===== src/rtsc_pkg.sv =====
package rtsc_pkg;
    localparam int           NSLOT         = 32;
    localparam int           ADDR_W        = 12;
    // register map, byte addresses of slot 0
    localparam logic [11:0]  COND_BASE     = 12'h300;
    localparam logic [11:0]  USER_BASE     = 12'h380;
    localparam logic [11:0]  SCTL_BASE     = 12'h3a0;
    localparam logic [11:0]  ARR_BASE      = 12'h500;
    localparam logic [11:0]  SLOT_SPAN     = 12'h020;
    // reset values
    localparam logic [3:0]   COND_RST      = 4'h0;
    localparam logic [7:0]   USER_RST      = 8'hff;
    localparam logic [6:0]   SCTL_RST      = 7'h00;
    localparam logic [3:0]   ARR_RST       = 4'h0;
    // signaling control fields
    localparam int           SCTL_SUB_BIT  = 6;
    localparam int           SCTL_OH_BIT   = 5;
    localparam int           SCTL_DEB_BIT  = 4;
    localparam int           SCTL_FMT_LSB  = 2;
    localparam logic [1:0]   FMT_ONES      = 2'h0;
    localparam logic [1:0]   FMT_ABCD      = 2'h1;
    localparam logic [1:0]   FMT_AB        = 2'h2;
    localparam logic [1:0]   FMT_A         = 2'h3;
    localparam logic [3:0]   SIG_ONES      = 4'hf;
    // conditioning codes
    localparam logic [3:0]   CC_PASS       = 4'h0;
    localparam logic [3:0]   CC_INV_ALL    = 4'h1;
    localparam logic [3:0]   CC_INV_EVEN   = 4'h2;
    localparam logic [3:0]   CC_INV_ODD    = 4'h3;
    localparam logic [3:0]   CC_USER       = 4'h4;
    localparam logic [3:0]   CC_BUSY       = 4'h5;
    localparam logic [3:0]   CC_VACANT     = 4'h6;
    localparam logic [3:0]   CC_BUSY_TS    = 4'h7;
    localparam logic [3:0]   CC_MOOF       = 4'h8;
    localparam logic [3:0]   CC_ALAW       = 4'h9;
    localparam logic [3:0]   CC_MULAW      = 4'ha;
    localparam logic [3:0]   CC_INV_MSB    = 4'hb;
    localparam logic [3:0]   CC_INV_LOW    = 4'hc;
    localparam logic [3:0]   CC_PRBS       = 4'hd;
    localparam logic [3:0]   CC_PASS2      = 4'he;
    localparam logic [3:0]   CC_DE         = 4'hf;
    // code values
    localparam logic [7:0]   BUSY_CODE     = 8'h7f;
    localparam logic [7:0]   VACANT_CODE   = 8'hff;
    localparam logic [2:0]   BUSY_TS_HEAD  = 3'h7;
    localparam logic [7:0]   MOOF_CODE     = 8'h1a;
    localparam logic [7:0]   MASK_ALL      = 8'hff;
    localparam logic [7:0]   MASK_EVEN     = 8'haa;
    localparam logic [7:0]   MASK_ODD      = 8'h55;
    localparam logic [7:0]   MASK_MSB      = 8'h80;
    localparam logic [7:0]   MASK_LOW      = 8'h7f;
    localparam logic [63:0]  ALAW_SEQ      = 64'h34212134b4a1a1b4;
    localparam logic [63:0]  MULAW_SEQ     = 64'h1e0b0b1e9e8b8b9e;
    localparam logic [14:0]  PRBS_SEED     = 15'h7fff;
    localparam logic [19:0]  QUASI_SEED    = 20'hfffff;
    localparam logic [2:0]   DE_SRC_RX     = 3'h0;
endpackage : rtsc_pkg


===== src/rtsc_core.sv =====
// Local design decisions: the strobed register port and the address map.
`timescale 1ns/1ps
// Functional notes
// - conditioning code zero or fourteen passes the octet unchanged
// - code ten replaces the octet with the mu-law milliwatt sequence
// - code eleven inverts only the most significant bit
// - code twelve inverts every bit except the most significant
// - code thirteen sends generator output; type bit picks PRBS15 or quasi-random
// - code fifteen is a D/E slot; three-bit select picks the source
// - thirty-two eight-bit user codes in one contiguous address range
// - user codes reset to all ones and replace the octet at code four
// - substitute enable bit 6 replaces received ABCD bits; resets clear
// - substitution touches only PCM output, never array or signaling pin
// - substitution format 00 replaces all signaling bits with ones
// - overhead enable bit 5 sends array contents to overhead pin
// - debounce bit 4 updates array only after two equal superframes
// - debounced, differing consecutive superframes leave array and pin unchanged
// - without debounce array and pin follow every received change
// - thirty-two signaling control registers in one contiguous range
module rtsc_core (
    input  wire logic        ref_clk_in,
    input  wire logic        reset_in,
    input  wire logic [11:0] addr_in,
    input  wire logic [7:0]  wr_data_in,
    input  wire logic        wr_in,
    input  wire logic        rd_in,
    output logic      [7:0]  rd_data_out,
    input  wire logic        octet_valid_in,
    input  wire logic [4:0]  octet_slot_in,
    input  wire logic [7:0]  octet_in,
    input  wire logic        octet_has_sig_in,
    input  wire logic [7:0]  de_octet_in,
    input  wire logic [2:0]  de_slot_source_select_in,
    input  wire logic        pattern_type_select_in,
    input  wire logic [6:0]  sig_substitute_values_in,
    input  wire logic        sig_valid_in,
    input  wire logic [4:0]  sig_slot_in,
    input  wire logic [3:0]  sig_abcd_in,
    output logic      [7:0]  rx_serial_pcm_out,
    output logic             pcm_valid_out,
    output logic      [3:0]  rx_signaling_pin_out,
    output logic             sig_strobe_out,
    output logic      [3:0]  rx_overhead_pin_out,
    output logic             oh_strobe_out,
    output logic      [4:0]  sig_slot_out
);

    typedef struct packed {
        logic [31:0][3:0] cond;
        logic [31:0][7:0] user;
        logic [31:0][6:0] sctl;
        logic [31:0][3:0] prev;
        logic [31:0][3:0] arr;
        logic [14:0]      prbs;
        logic [19:0]      quasi;
        logic [2:0]       mw_ph;
        logic [7:0]       pcm;
        logic             pcm_vld;
        logic [3:0]       sig;
        logic [3:0]       oh;
        logic [4:0]       sig_slot;
        logic             sig_stb;
        logic             oh_stb;
        logic [7:0]       rdata;
    } rtsc_state_type;

    localparam rtsc_state_type RST_STATE = '{
        cond:     {32{rtsc_pkg::COND_RST}},
        user:     {32{rtsc_pkg::USER_RST}},
        sctl:     {32{rtsc_pkg::SCTL_RST}},
        prev:     {32{rtsc_pkg::ARR_RST}},
        arr:      {32{rtsc_pkg::ARR_RST}},
        prbs:     rtsc_pkg::PRBS_SEED,
        quasi:    rtsc_pkg::QUASI_SEED,
        default:  '0
    };

    rtsc_state_type st_r;
    rtsc_state_type st_nxt;

    // address to {hit, slot}
    function automatic logic [5:0] map_slot(input logic [11:0] a, input logic [11:0] base);
        logic [11:0] d;
        d        = a - base;
        map_slot = {(a >= base) && (d < rtsc_pkg::SLOT_SPAN), d[4:0]};
    endfunction : map_slot

    function automatic logic [14:0] prbs_step8(input logic [14:0] s);
        logic [14:0] v;
        v = s;
        for (int i = 0; i < 8; i++) begin
            v = {v[13:0], v[14] ^ v[13]};
        end
        prbs_step8 = v;
    endfunction : prbs_step8

    function automatic logic [19:0] quasi_step8(input logic [19:0] s);
        logic [19:0] v;
        v = s;
        for (int i = 0; i < 8; i++) begin
            v = {v[18:0], v[19] ^ v[16]};
        end
        quasi_step8 = v;
    endfunction : quasi_step8

    logic [5:0] wr_map_c, wr_map_u, wr_map_s;
    logic [5:0] rd_map_c, rd_map_u, rd_map_s, rd_map_a;
    logic [3:0] cur_cond;
    logic [6:0] cur_sctl;
    logic [7:0] oct;
    logic [7:0] mw_alaw;
    logic [7:0] mw_mulaw;
    logic [3:0] sub_abcd;
    logic [6:0] sig_ctl;
    logic [3:0] sig_prev;

    assign cur_cond = st_r.cond[octet_slot_in];
    assign cur_sctl = st_r.sctl[octet_slot_in];
    assign sig_ctl  = st_r.sctl[sig_slot_in];
    assign sig_prev = st_r.prev[sig_slot_in];
    assign mw_alaw  = rtsc_pkg::ALAW_SEQ[8'(st_r.mw_ph) * 8 +: 8];
    assign mw_mulaw = rtsc_pkg::MULAW_SEQ[8'(st_r.mw_ph) * 8 +: 8];

    always_comb begin
        st_nxt   = st_r;
        wr_map_c = map_slot(addr_in, rtsc_pkg::COND_BASE);
        wr_map_u = map_slot(addr_in, rtsc_pkg::USER_BASE);
        wr_map_s = map_slot(addr_in, rtsc_pkg::SCTL_BASE);
        rd_map_c = wr_map_c;
        rd_map_u = wr_map_u;
        rd_map_s = wr_map_s;
        rd_map_a = map_slot(addr_in, rtsc_pkg::ARR_BASE);
        oct      = octet_in;
        sub_abcd = 4'h0;
        // register writes
        if (wr_in) begin
            if (wr_map_c[5]) begin
                st_nxt.cond[wr_map_c[4:0]] = wr_data_in[3:0];
            end
            if (wr_map_u[5]) begin
                st_nxt.user[wr_map_u[4:0]] = wr_data_in;
            end
            if (wr_map_s[5]) begin
                st_nxt.sctl[wr_map_s[4:0]] = wr_data_in[6:0];
            end
        end
        // register reads, answer only in the next cycle
        st_nxt.rdata = 8'h00;
        if (rd_in) begin
            if (rd_map_c[5]) begin
                st_nxt.rdata = {4'h0, st_r.cond[rd_map_c[4:0]]};
            end else if (rd_map_u[5]) begin
                st_nxt.rdata = st_r.user[rd_map_u[4:0]];
            end else if (rd_map_s[5]) begin
                st_nxt.rdata = {1'b0, st_r.sctl[rd_map_s[4:0]]};
            end else if (rd_map_a[5]) begin
                st_nxt.rdata = {4'h0, st_r.arr[rd_map_a[4:0]]};
            end
        end
        // octet conditioning, per slot code
        case (cur_cond)
            rtsc_pkg::CC_PASS,
            rtsc_pkg::CC_PASS2:    oct = octet_in;
            rtsc_pkg::CC_INV_ALL:  oct = octet_in ^ rtsc_pkg::MASK_ALL;
            rtsc_pkg::CC_INV_EVEN: oct = octet_in ^ rtsc_pkg::MASK_EVEN;
            rtsc_pkg::CC_INV_ODD:  oct = octet_in ^ rtsc_pkg::MASK_ODD;
            rtsc_pkg::CC_USER:     oct = st_r.user[octet_slot_in];
            rtsc_pkg::CC_BUSY:     oct = rtsc_pkg::BUSY_CODE;
            rtsc_pkg::CC_VACANT:   oct = rtsc_pkg::VACANT_CODE;
            rtsc_pkg::CC_BUSY_TS:  oct = {rtsc_pkg::BUSY_TS_HEAD, octet_slot_in};
            rtsc_pkg::CC_MOOF:     oct = rtsc_pkg::MOOF_CODE;
            rtsc_pkg::CC_ALAW:     oct = mw_alaw;
            rtsc_pkg::CC_MULAW:    oct = mw_mulaw;
            rtsc_pkg::CC_INV_MSB:  oct = octet_in ^ rtsc_pkg::MASK_MSB;
            rtsc_pkg::CC_INV_LOW:  oct = octet_in ^ rtsc_pkg::MASK_LOW;
            rtsc_pkg::CC_PRBS: begin
                oct = pattern_type_select_in ? st_r.quasi[19:12] : st_r.prbs[14:7];
            end
            rtsc_pkg::CC_DE: begin
                oct = (de_slot_source_select_in == rtsc_pkg::DE_SRC_RX) ? octet_in
                                                                        : de_octet_in;
            end
            default:               oct = octet_in;
        endcase
        // signaling substitution on the pcm copy only
        case (cur_sctl[rtsc_pkg::SCTL_FMT_LSB +: 2])
            rtsc_pkg::FMT_ONES: sub_abcd = rtsc_pkg::SIG_ONES;
            rtsc_pkg::FMT_ABCD: sub_abcd = sig_substitute_values_in[3:0];
            rtsc_pkg::FMT_AB:   sub_abcd = {sig_substitute_values_in[5:4], oct[1:0]};
            rtsc_pkg::FMT_A:    sub_abcd = {sig_substitute_values_in[6], oct[2:0]};
            default:            sub_abcd = oct[3:0];
        endcase
        if (octet_has_sig_in && cur_sctl[rtsc_pkg::SCTL_SUB_BIT]) begin
            oct[3:0] = sub_abcd;
        end
        st_nxt.pcm_vld = octet_valid_in;
        if (octet_valid_in) begin
            st_nxt.pcm = oct;
            if (cur_cond == rtsc_pkg::CC_ALAW || cur_cond == rtsc_pkg::CC_MULAW) begin
                st_nxt.mw_ph = st_r.mw_ph + 3'h1;
            end
            if (cur_cond == rtsc_pkg::CC_PRBS) begin
                if (pattern_type_select_in) begin
                    st_nxt.quasi = quasi_step8(st_r.quasi);
                end else begin
                    st_nxt.prbs = prbs_step8(st_r.prbs);
                end
            end
        end
        // signaling array, debounce and pins
        st_nxt.sig_stb = 1'b0;
        st_nxt.oh_stb  = 1'b0;
        st_nxt.oh      = 4'h0;
        if (sig_valid_in) begin
            st_nxt.prev[sig_slot_in] = sig_abcd_in;
            if (!sig_ctl[rtsc_pkg::SCTL_DEB_BIT]) begin
                st_nxt.arr[sig_slot_in] = sig_abcd_in;
            end else if (sig_abcd_in == sig_prev) begin
                st_nxt.arr[sig_slot_in] = sig_abcd_in;
            end
            st_nxt.sig      = st_nxt.arr[sig_slot_in];
            st_nxt.sig_slot = sig_slot_in;
            st_nxt.sig_stb  = 1'b1;
            if (sig_ctl[rtsc_pkg::SCTL_OH_BIT]) begin
                st_nxt.oh     = st_nxt.arr[sig_slot_in];
                st_nxt.oh_stb = 1'b1;
            end
        end
    end

    always_ff @(posedge ref_clk_in) begin
        if (reset_in) begin
            st_r <= RST_STATE;
        end else begin
            st_r <= st_nxt;
        end
    end

    assign rd_data_out          = st_r.rdata;
    assign rx_serial_pcm_out    = st_r.pcm;
    assign pcm_valid_out        = st_r.pcm_vld;
    assign rx_signaling_pin_out = st_r.sig;
    assign sig_strobe_out       = st_r.sig_stb;
    assign rx_overhead_pin_out  = st_r.oh;
    assign oh_strobe_out        = st_r.oh_stb;
    assign sig_slot_out         = st_r.sig_slot;

    // checks
    logic sub_now;
    assign sub_now = octet_has_sig_in && cur_sctl[rtsc_pkg::SCTL_SUB_BIT];

    a_pass_through: assert property (@(posedge ref_clk_in) disable iff (reset_in)
        (octet_valid_in && !sub_now && (cur_cond == 4'h0 || cur_cond == 4'he))
        |=> (pcm_valid_out && rx_serial_pcm_out == $past(octet_in)))
        else $error("pass-through octet altered");

    a_mulaw_pattern: assert property (@(posedge ref_clk_in) disable iff (reset_in)
        (octet_valid_in && !sub_now && cur_cond == 4'ha)
        |=> (rx_serial_pcm_out == $past(mw_mulaw)))
        else $error("milliwatt octet wrong");

    a_msb_invert: assert property (@(posedge ref_clk_in) disable iff (reset_in)
        (octet_valid_in && !sub_now && cur_cond == 4'hb)
        |=> (rx_serial_pcm_out == {~$past(octet_in[7]), $past(octet_in[6:0])}))
        else $error("msb inversion wrong");

    a_low_invert: assert property (@(posedge ref_clk_in) disable iff (reset_in)
        (octet_valid_in && !sub_now && cur_cond == 4'hc)
        |=> (rx_serial_pcm_out == {$past(octet_in[7]), ~$past(octet_in[6:0])}))
        else $error("low bits inversion wrong");

    a_user_code: assert property (@(posedge ref_clk_in) disable iff (reset_in)
        (octet_valid_in && !sub_now && cur_cond == 4'h4)
        |=> (rx_serial_pcm_out == $past(st_r.user[octet_slot_in])))
        else $error("user code not substituted");

    a_sub_ones: assert property (@(posedge ref_clk_in) disable iff (reset_in)
        (octet_valid_in && sub_now && cur_sctl[3:2] == 2'b00)
        |=> (rx_serial_pcm_out[3:0] == 4'hf))
        else $error("ones substitution missing");

    a_pin_unsubst: assert property (@(posedge ref_clk_in) disable iff (reset_in)
        (sig_valid_in && !sig_ctl[4])
        |=> (sig_strobe_out && rx_signaling_pin_out == $past(sig_abcd_in)))
        else $error("signaling pin not the received value");

    a_oh_gate: assert property (@(posedge ref_clk_in) disable iff (reset_in)
        sig_valid_in |=> (oh_strobe_out == $past(sig_ctl[5]))
        && (oh_strobe_out ? rx_overhead_pin_out == rx_signaling_pin_out
                          : rx_overhead_pin_out == 4'h0))
        else $error("overhead output gating wrong");

    a_deb_hold: assert property (@(posedge ref_clk_in) disable iff (reset_in)
        (sig_valid_in && sig_ctl[4] && sig_abcd_in != sig_prev)
        |=> (rx_signaling_pin_out == $past(st_r.arr[sig_slot_in])))
        else $error("debounce let a change through");

    a_deb_take: assert property (@(posedge ref_clk_in) disable iff (reset_in)
        (sig_valid_in && sig_ctl[4] && sig_abcd_in == sig_prev)
        |=> (rx_signaling_pin_out == $past(sig_abcd_in)))
        else $error("stable signaling not taken");

    a_sctl_readback: assert property (@(posedge ref_clk_in) disable iff (reset_in)
        (wr_in && addr_in[11:5] == 7'h1d) ##1 (rd_in && addr_in == $past(addr_in))
        |=> (rd_data_out == {1'b0, $past(wr_data_in[6:0], 2)}))
        else $error("signaling control readback wrong");

    a_user_readback: assert property (@(posedge ref_clk_in) disable iff (reset_in)
        (wr_in && addr_in[11:5] == 7'h1c) ##1 (rd_in && addr_in == $past(addr_in))
        |=> (rd_data_out == $past(wr_data_in, 2)))
        else $error("user code readback wrong");

    a_prbs_octet: assert property (@(posedge ref_clk_in) disable iff (reset_in)
        (octet_valid_in && !sub_now && cur_cond == 4'hd)
        |=> (rx_serial_pcm_out == $past(pattern_type_select_in ? st_r.quasi[19:12]
                                                               : st_r.prbs[14:7])))
        else $error("generator octet wrong");

    a_de_source: assert property (@(posedge ref_clk_in) disable iff (reset_in)
        (octet_valid_in && !sub_now && cur_cond == 4'hf)
        |=> (rx_serial_pcm_out == (($past(de_slot_source_select_in) == 3'h0) ? $past(octet_in)
                                                                              : $past(de_octet_in))))
        else $error("d/e slot source wrong");

    a_sub_values: assert property (@(posedge ref_clk_in) disable iff (reset_in)
        (octet_valid_in && sub_now && cur_sctl[3:2] == 2'b01)
        |=> (rx_serial_pcm_out[3:0] == $past(sig_substitute_values_in[3:0])))
        else $error("abcd substitution values wrong");

    a_sub_upper: assert property (@(posedge ref_clk_in) disable iff (reset_in)
        (octet_valid_in && sub_now && (cur_cond == 4'h0 || cur_cond == 4'he))
        |=> (rx_serial_pcm_out[7:4] == $past(octet_in[7:4])))
        else $error("substitution touched upper bits");

    a_arr_follow: assert property (@(posedge ref_clk_in) disable iff (reset_in)
        (sig_valid_in && !sig_ctl[4])
        |=> (st_r.arr[$past(sig_slot_in)] == $past(sig_abcd_in)))
        else $error("array did not follow received signaling");

    a_sig_slot: assert property (@(posedge ref_clk_in) disable iff (reset_in)
        sig_valid_in
        |=> (sig_strobe_out && sig_slot_out == $past(sig_slot_in)))
        else $error("signaling strobe or slot wrong");

endmodule : rtsc_core


===== config.mk =====
export PLATFORM = sky130hd
export DESIGN_NAME = rtsc_core
export DESIGN_NICKNAME = d
export VERILOG_FILES = /design/src/rtsc_pkg.sv /design/src/rtsc_core.sv
export SDC_FILE = /design/constraint.sdc
export NUM_CORES = 2
export LEC_CHECK = 0
export BUFFER_PORTS_ARGS = -buffer_cell sky130_fd_sc_hd__buf_2
export CAP_MARGIN = 25
export CORE_MARGIN = 3
export CORE_UTILIZATION = 60
export CTS_CLUSTER_DIAMETER = 200
export DETAILED_ROUTE_END_ITERATION = 7
export PLACE_DENSITY = 0.75
export SLEW_MARGIN = 20
export SYNTH_ARGS = -nofsm -noshare
export SYNTH_HDL_FRONTEND = slang
export SYNTH_SLANG_ARGS = --single-unit

===== constraint.sdc =====
create_clock -name ref_clk_in -period 4.34 [get_ports ref_clk_in]
set_input_delay 0.651 -clock ref_clk_in [delete_from_list [all_inputs] [get_ports ref_clk_in]]
set_output_delay 0.651 -clock ref_clk_in [all_outputs]
set_load 0.01 [all_outputs]

==> metrics.md <==
| Metric | Value |
|---|---|
| Crit end category | `flop` |
| Total Nets Final | `4930` |
| Status | `finished clean` |
| Longest Clk Path Bufs | `3` |
| PortBufs | `99` |
| Post-route ant nets | `0` |
| I/O pin total | `100` |
| Synth Register Bits | `934` |
| Post-CTS Setup Bufs | `0` |
| Critical path class | `primary input to flop` |
| Hold buffers post-CTS | `0` |
| Period utilization | `83.3%` |
| Post-route worst setup slack | `0.726 ns` |
| Levels on crit path | `15` |
| Worst vdd ir | `0.000309 V` |
| Gpl congestion | `1.00` |
| Primary FF master, synth | `dfxtp_1` |
| Post-CTS Resized | `0` |
| Crit path max-delay cell type | `o21ai_1` |
| Critical path's top delay family | `compound AO/OA/AOI/OAI gates` |
| Global-route wire length before repair | `232000 um` |
| Hold Path Depth | `2` |
| CTS tree | `yes` |
| WP data arrival | `4.14 ns` |
| Hold WC Path Type | `primary input to flop` |
| CP Max Fanout | `29` |
| DRC Markers | `0` |
| Most frequent cells in the layout | `dfxtp_1 (934), nor2_1 (454), mux2i_1 (428), nand2_1 (416), a21oi_1 (349)` |
| Global route overflow | `0` |
| Core area | `79400 sq um` |
| Worst clock skew | `0.0241 ns` |
| Vias per cell | `6.84` |
| Worst rel slew slack | `16.9%` |
| Post-DP HPWL | `100000 um` |
| Num rows | `103` |
| Placed Cells | `5805` |
| Endpoints failing hold | `0` |
| Register area share after synthesis | `38.6%` |
| Largest stage delay, worst path | `0.59 ns` |
| Dpl cell area | `50200 sq um` |
| Mapped Avg Cell Area | `9.83 sq um` |
| Layout cells sized above 1 | `19.3%` |
| Mapped Nets | `4997` |
| Crit path required time | `4.87 ns` |
| Clk_lat worst skew | `0.69 ns` |
| Cells after Synth | `4924` |
| Clock sink total | `934` |
| Final Cell Area | `53600 sq um` |
| RSZ-0062 raised after global routing | `false` |
| Largest net degree at the start of global routing | `220` |
| Initial Util | `61.0%` |
| Leak | `18.4 nW` |
| Vias in the first global route | `37900` |
| Total GRT Usage | `34.9%` |
| Synthesized area | `48400 sq um` |
| Die X | `290 um` |
| Worst r2r path cells | `12` |
| Power per cell area | `352 nW/um^2` |
| Fmax | `277 MHz` |
| CTS Buf Count | `99` |
| Final worst path period need | `3.61 ns` |
| Synth top area share | `38.6%` |
| Area grow syn2layout | `10.7%` |
| CTS root buf | `clkbuf_16` |
| Core Util, Final | `67.5%` |
| Async set-reset flop share out of synthesis | `0%` |
| Routed length per instance | `25.4 um` |
| Ys Warns | `0` |
| Critical path's most frequent cell | `buf_4` |
| Slew at the pin with the worst max-slew slack | `1.25 ns` |
| CP Cell Sequence | `buf_6, buf_12, buf_4, mux2i_1, o22ai_1, nor4_1, a21oi_1, o22ai_1, nor2_2, o21ai_1, buf_4, nor2_1, buf_4, mux2i_1, nor2_1` |
| WL final | `152000 um` |
| Initial antenna violation count | `10` |
| Main area contributors after synthesis | `dfxtp_1 (39%), mux4_2 (16%), mux2i_1 (8.9%)` |
| Max cap viols | `0` |
| Total Neg Setup Slack | `0 ns` |
| Drt pass-1 iters | `5` |
| Via count | `40900` |
| Setup WS pre-CTS | `0.212 ns` |
| Clk slew on worst S/H paths | `0.06 ns` |
| Final cell count without fillers | `5990` |
| Post-synth EDFFs | `0` |
| Most common cell after layout, fill and taps aside | `dfxtp_1` |
| Die span in y | `290 um` |
| Violation count after the first detailed-route iteration | `5533` |
| Synth cell types | `101` |
| H-tree Lvls | `3` |
| CP Launch Type | `primary input` |
| Cell taking the most area after synthesis | `dfxtp_1` |
| Max-slew violations | `0` |
| Setup Viol. Count Final | `0` |
| Full die area | `84100 sq um` |
| Buf+Inv Stages, Crit Path | `5` |
## where the power goes
group / switching [mW] / internal (mW) / total [mW] / leakage, nW
Combinational: 1.01 / 0.441 / 1.45 / 9.21
Sequential: 0.0223 / 8.60 / 8.63 / 7.54
Clock: 3.70 / 5.09 / 8.79 / 1.66
Total: 4.74 / 14.1 / 18.9 / 18.4
## state kept, by name, summed over array words and instances (netlist names), 4 cells and up
name	cells
rd_data_out	8
sig_slot_out	5
rx_overhead_pin_out	4
st_r	902
rx_signaling_pin_out	4
rx_serial_pcm_out	8
## logic make-up (layout without fill, tap and decap cells)
group,after synthesis,after routing,synth area share [%]
AND/OR/NAND/NOR,1592,1592,15.9
AO/OA/AOI/OAI,1044,1044,14.5
flip-flops,934,934,38.6
other,0,2,0
multiplexers,800,800,25.7
adder cells (fa/ha/maj),5,5,0.129
buffers and inverters,528,542,4.81
XOR/XNOR,21,21,0.380
## stage by stage
step	hold WS (ns)	power, mW
6_report	0.356	18.9
5_1_grt	0.381	19.3
4_1_cts	0.344	18.9
3_5_place_dp	0.447	10.2
3_3_place_gp	0.441	10.2
2_1_floorplan	0.433	9.77
## metal layers
metal  track usage, %  vias up  part of all wire, %
li1                 -    18000                    -
met1             48.9    20200                   40
met2             52.3     2378                   44
met3             8.82      424                   11
met4             12.9       12                  4.2
met5                0        -                0.060
## final timing paths
path | startpoint | endpoint | slack (ns)
setup / recovery | sig_slot_in[1] | st_r[97]$_SDFFE_PP0P_ | 0.73
hold / removal | reset_in | st_r[92]$_SDFFE_PP0P_ | 0.36
setup reg to reg | st_r[261]$_SDFFE_PP0P_ | st_r[97]$_SDFFE_PP0P_ | 1.02
hold reg to reg | st_r[397]$_SDFFE_PP0P_ | st_r[397]$_SDFFE_PP0P_ | 0.45
## cell usage after synthesis, types with 4 or more instances
cell,n
buf_4,45
nor2_1,455
a211oi_1,11
a21oi_1,349
mux2_2,22
ha_1,5
nand4_1,19
buf_2,50
a32oi_1,5
o22ai_1,71
buf_6,7
nand2_1,417
or4bb_1,6
nand3_2,8
a31o_2,4
or2_2,4
nand2b_1,28
dfxtp_1,934
a22o_1,15
nor3_1,87
nor2_8,8
nor2b_1,269
mux2i_1,428
a221oi_1,17
and3_1,5
mux4_2,346
nand4b_1,5
nand3b_1,4
or4b_1,4
nand3_1,224
buf_1,61
or3_1,6
a22oi_1,67
xnor2_1,18
inv_1,26
clkbuf_1,331
a311oi_1,10
o21ai_0,147
a31oi_1,21
a211o_1,280
nor4_1,15
## cell type report
type / count / area (sq um)
diodes: 2 / 5.00
inverters: 27 / 101
flip-flops and latches: 934 / 18700
fillers: 6181 / 25800
multi-input cells: 3462 / 27600
repair buffers: 333 / 2520
well taps: 1050 / 1310
clock buffers: 141 / 2860
clock inverters: 41 / 498
Power figures use the tool's default switching activity.
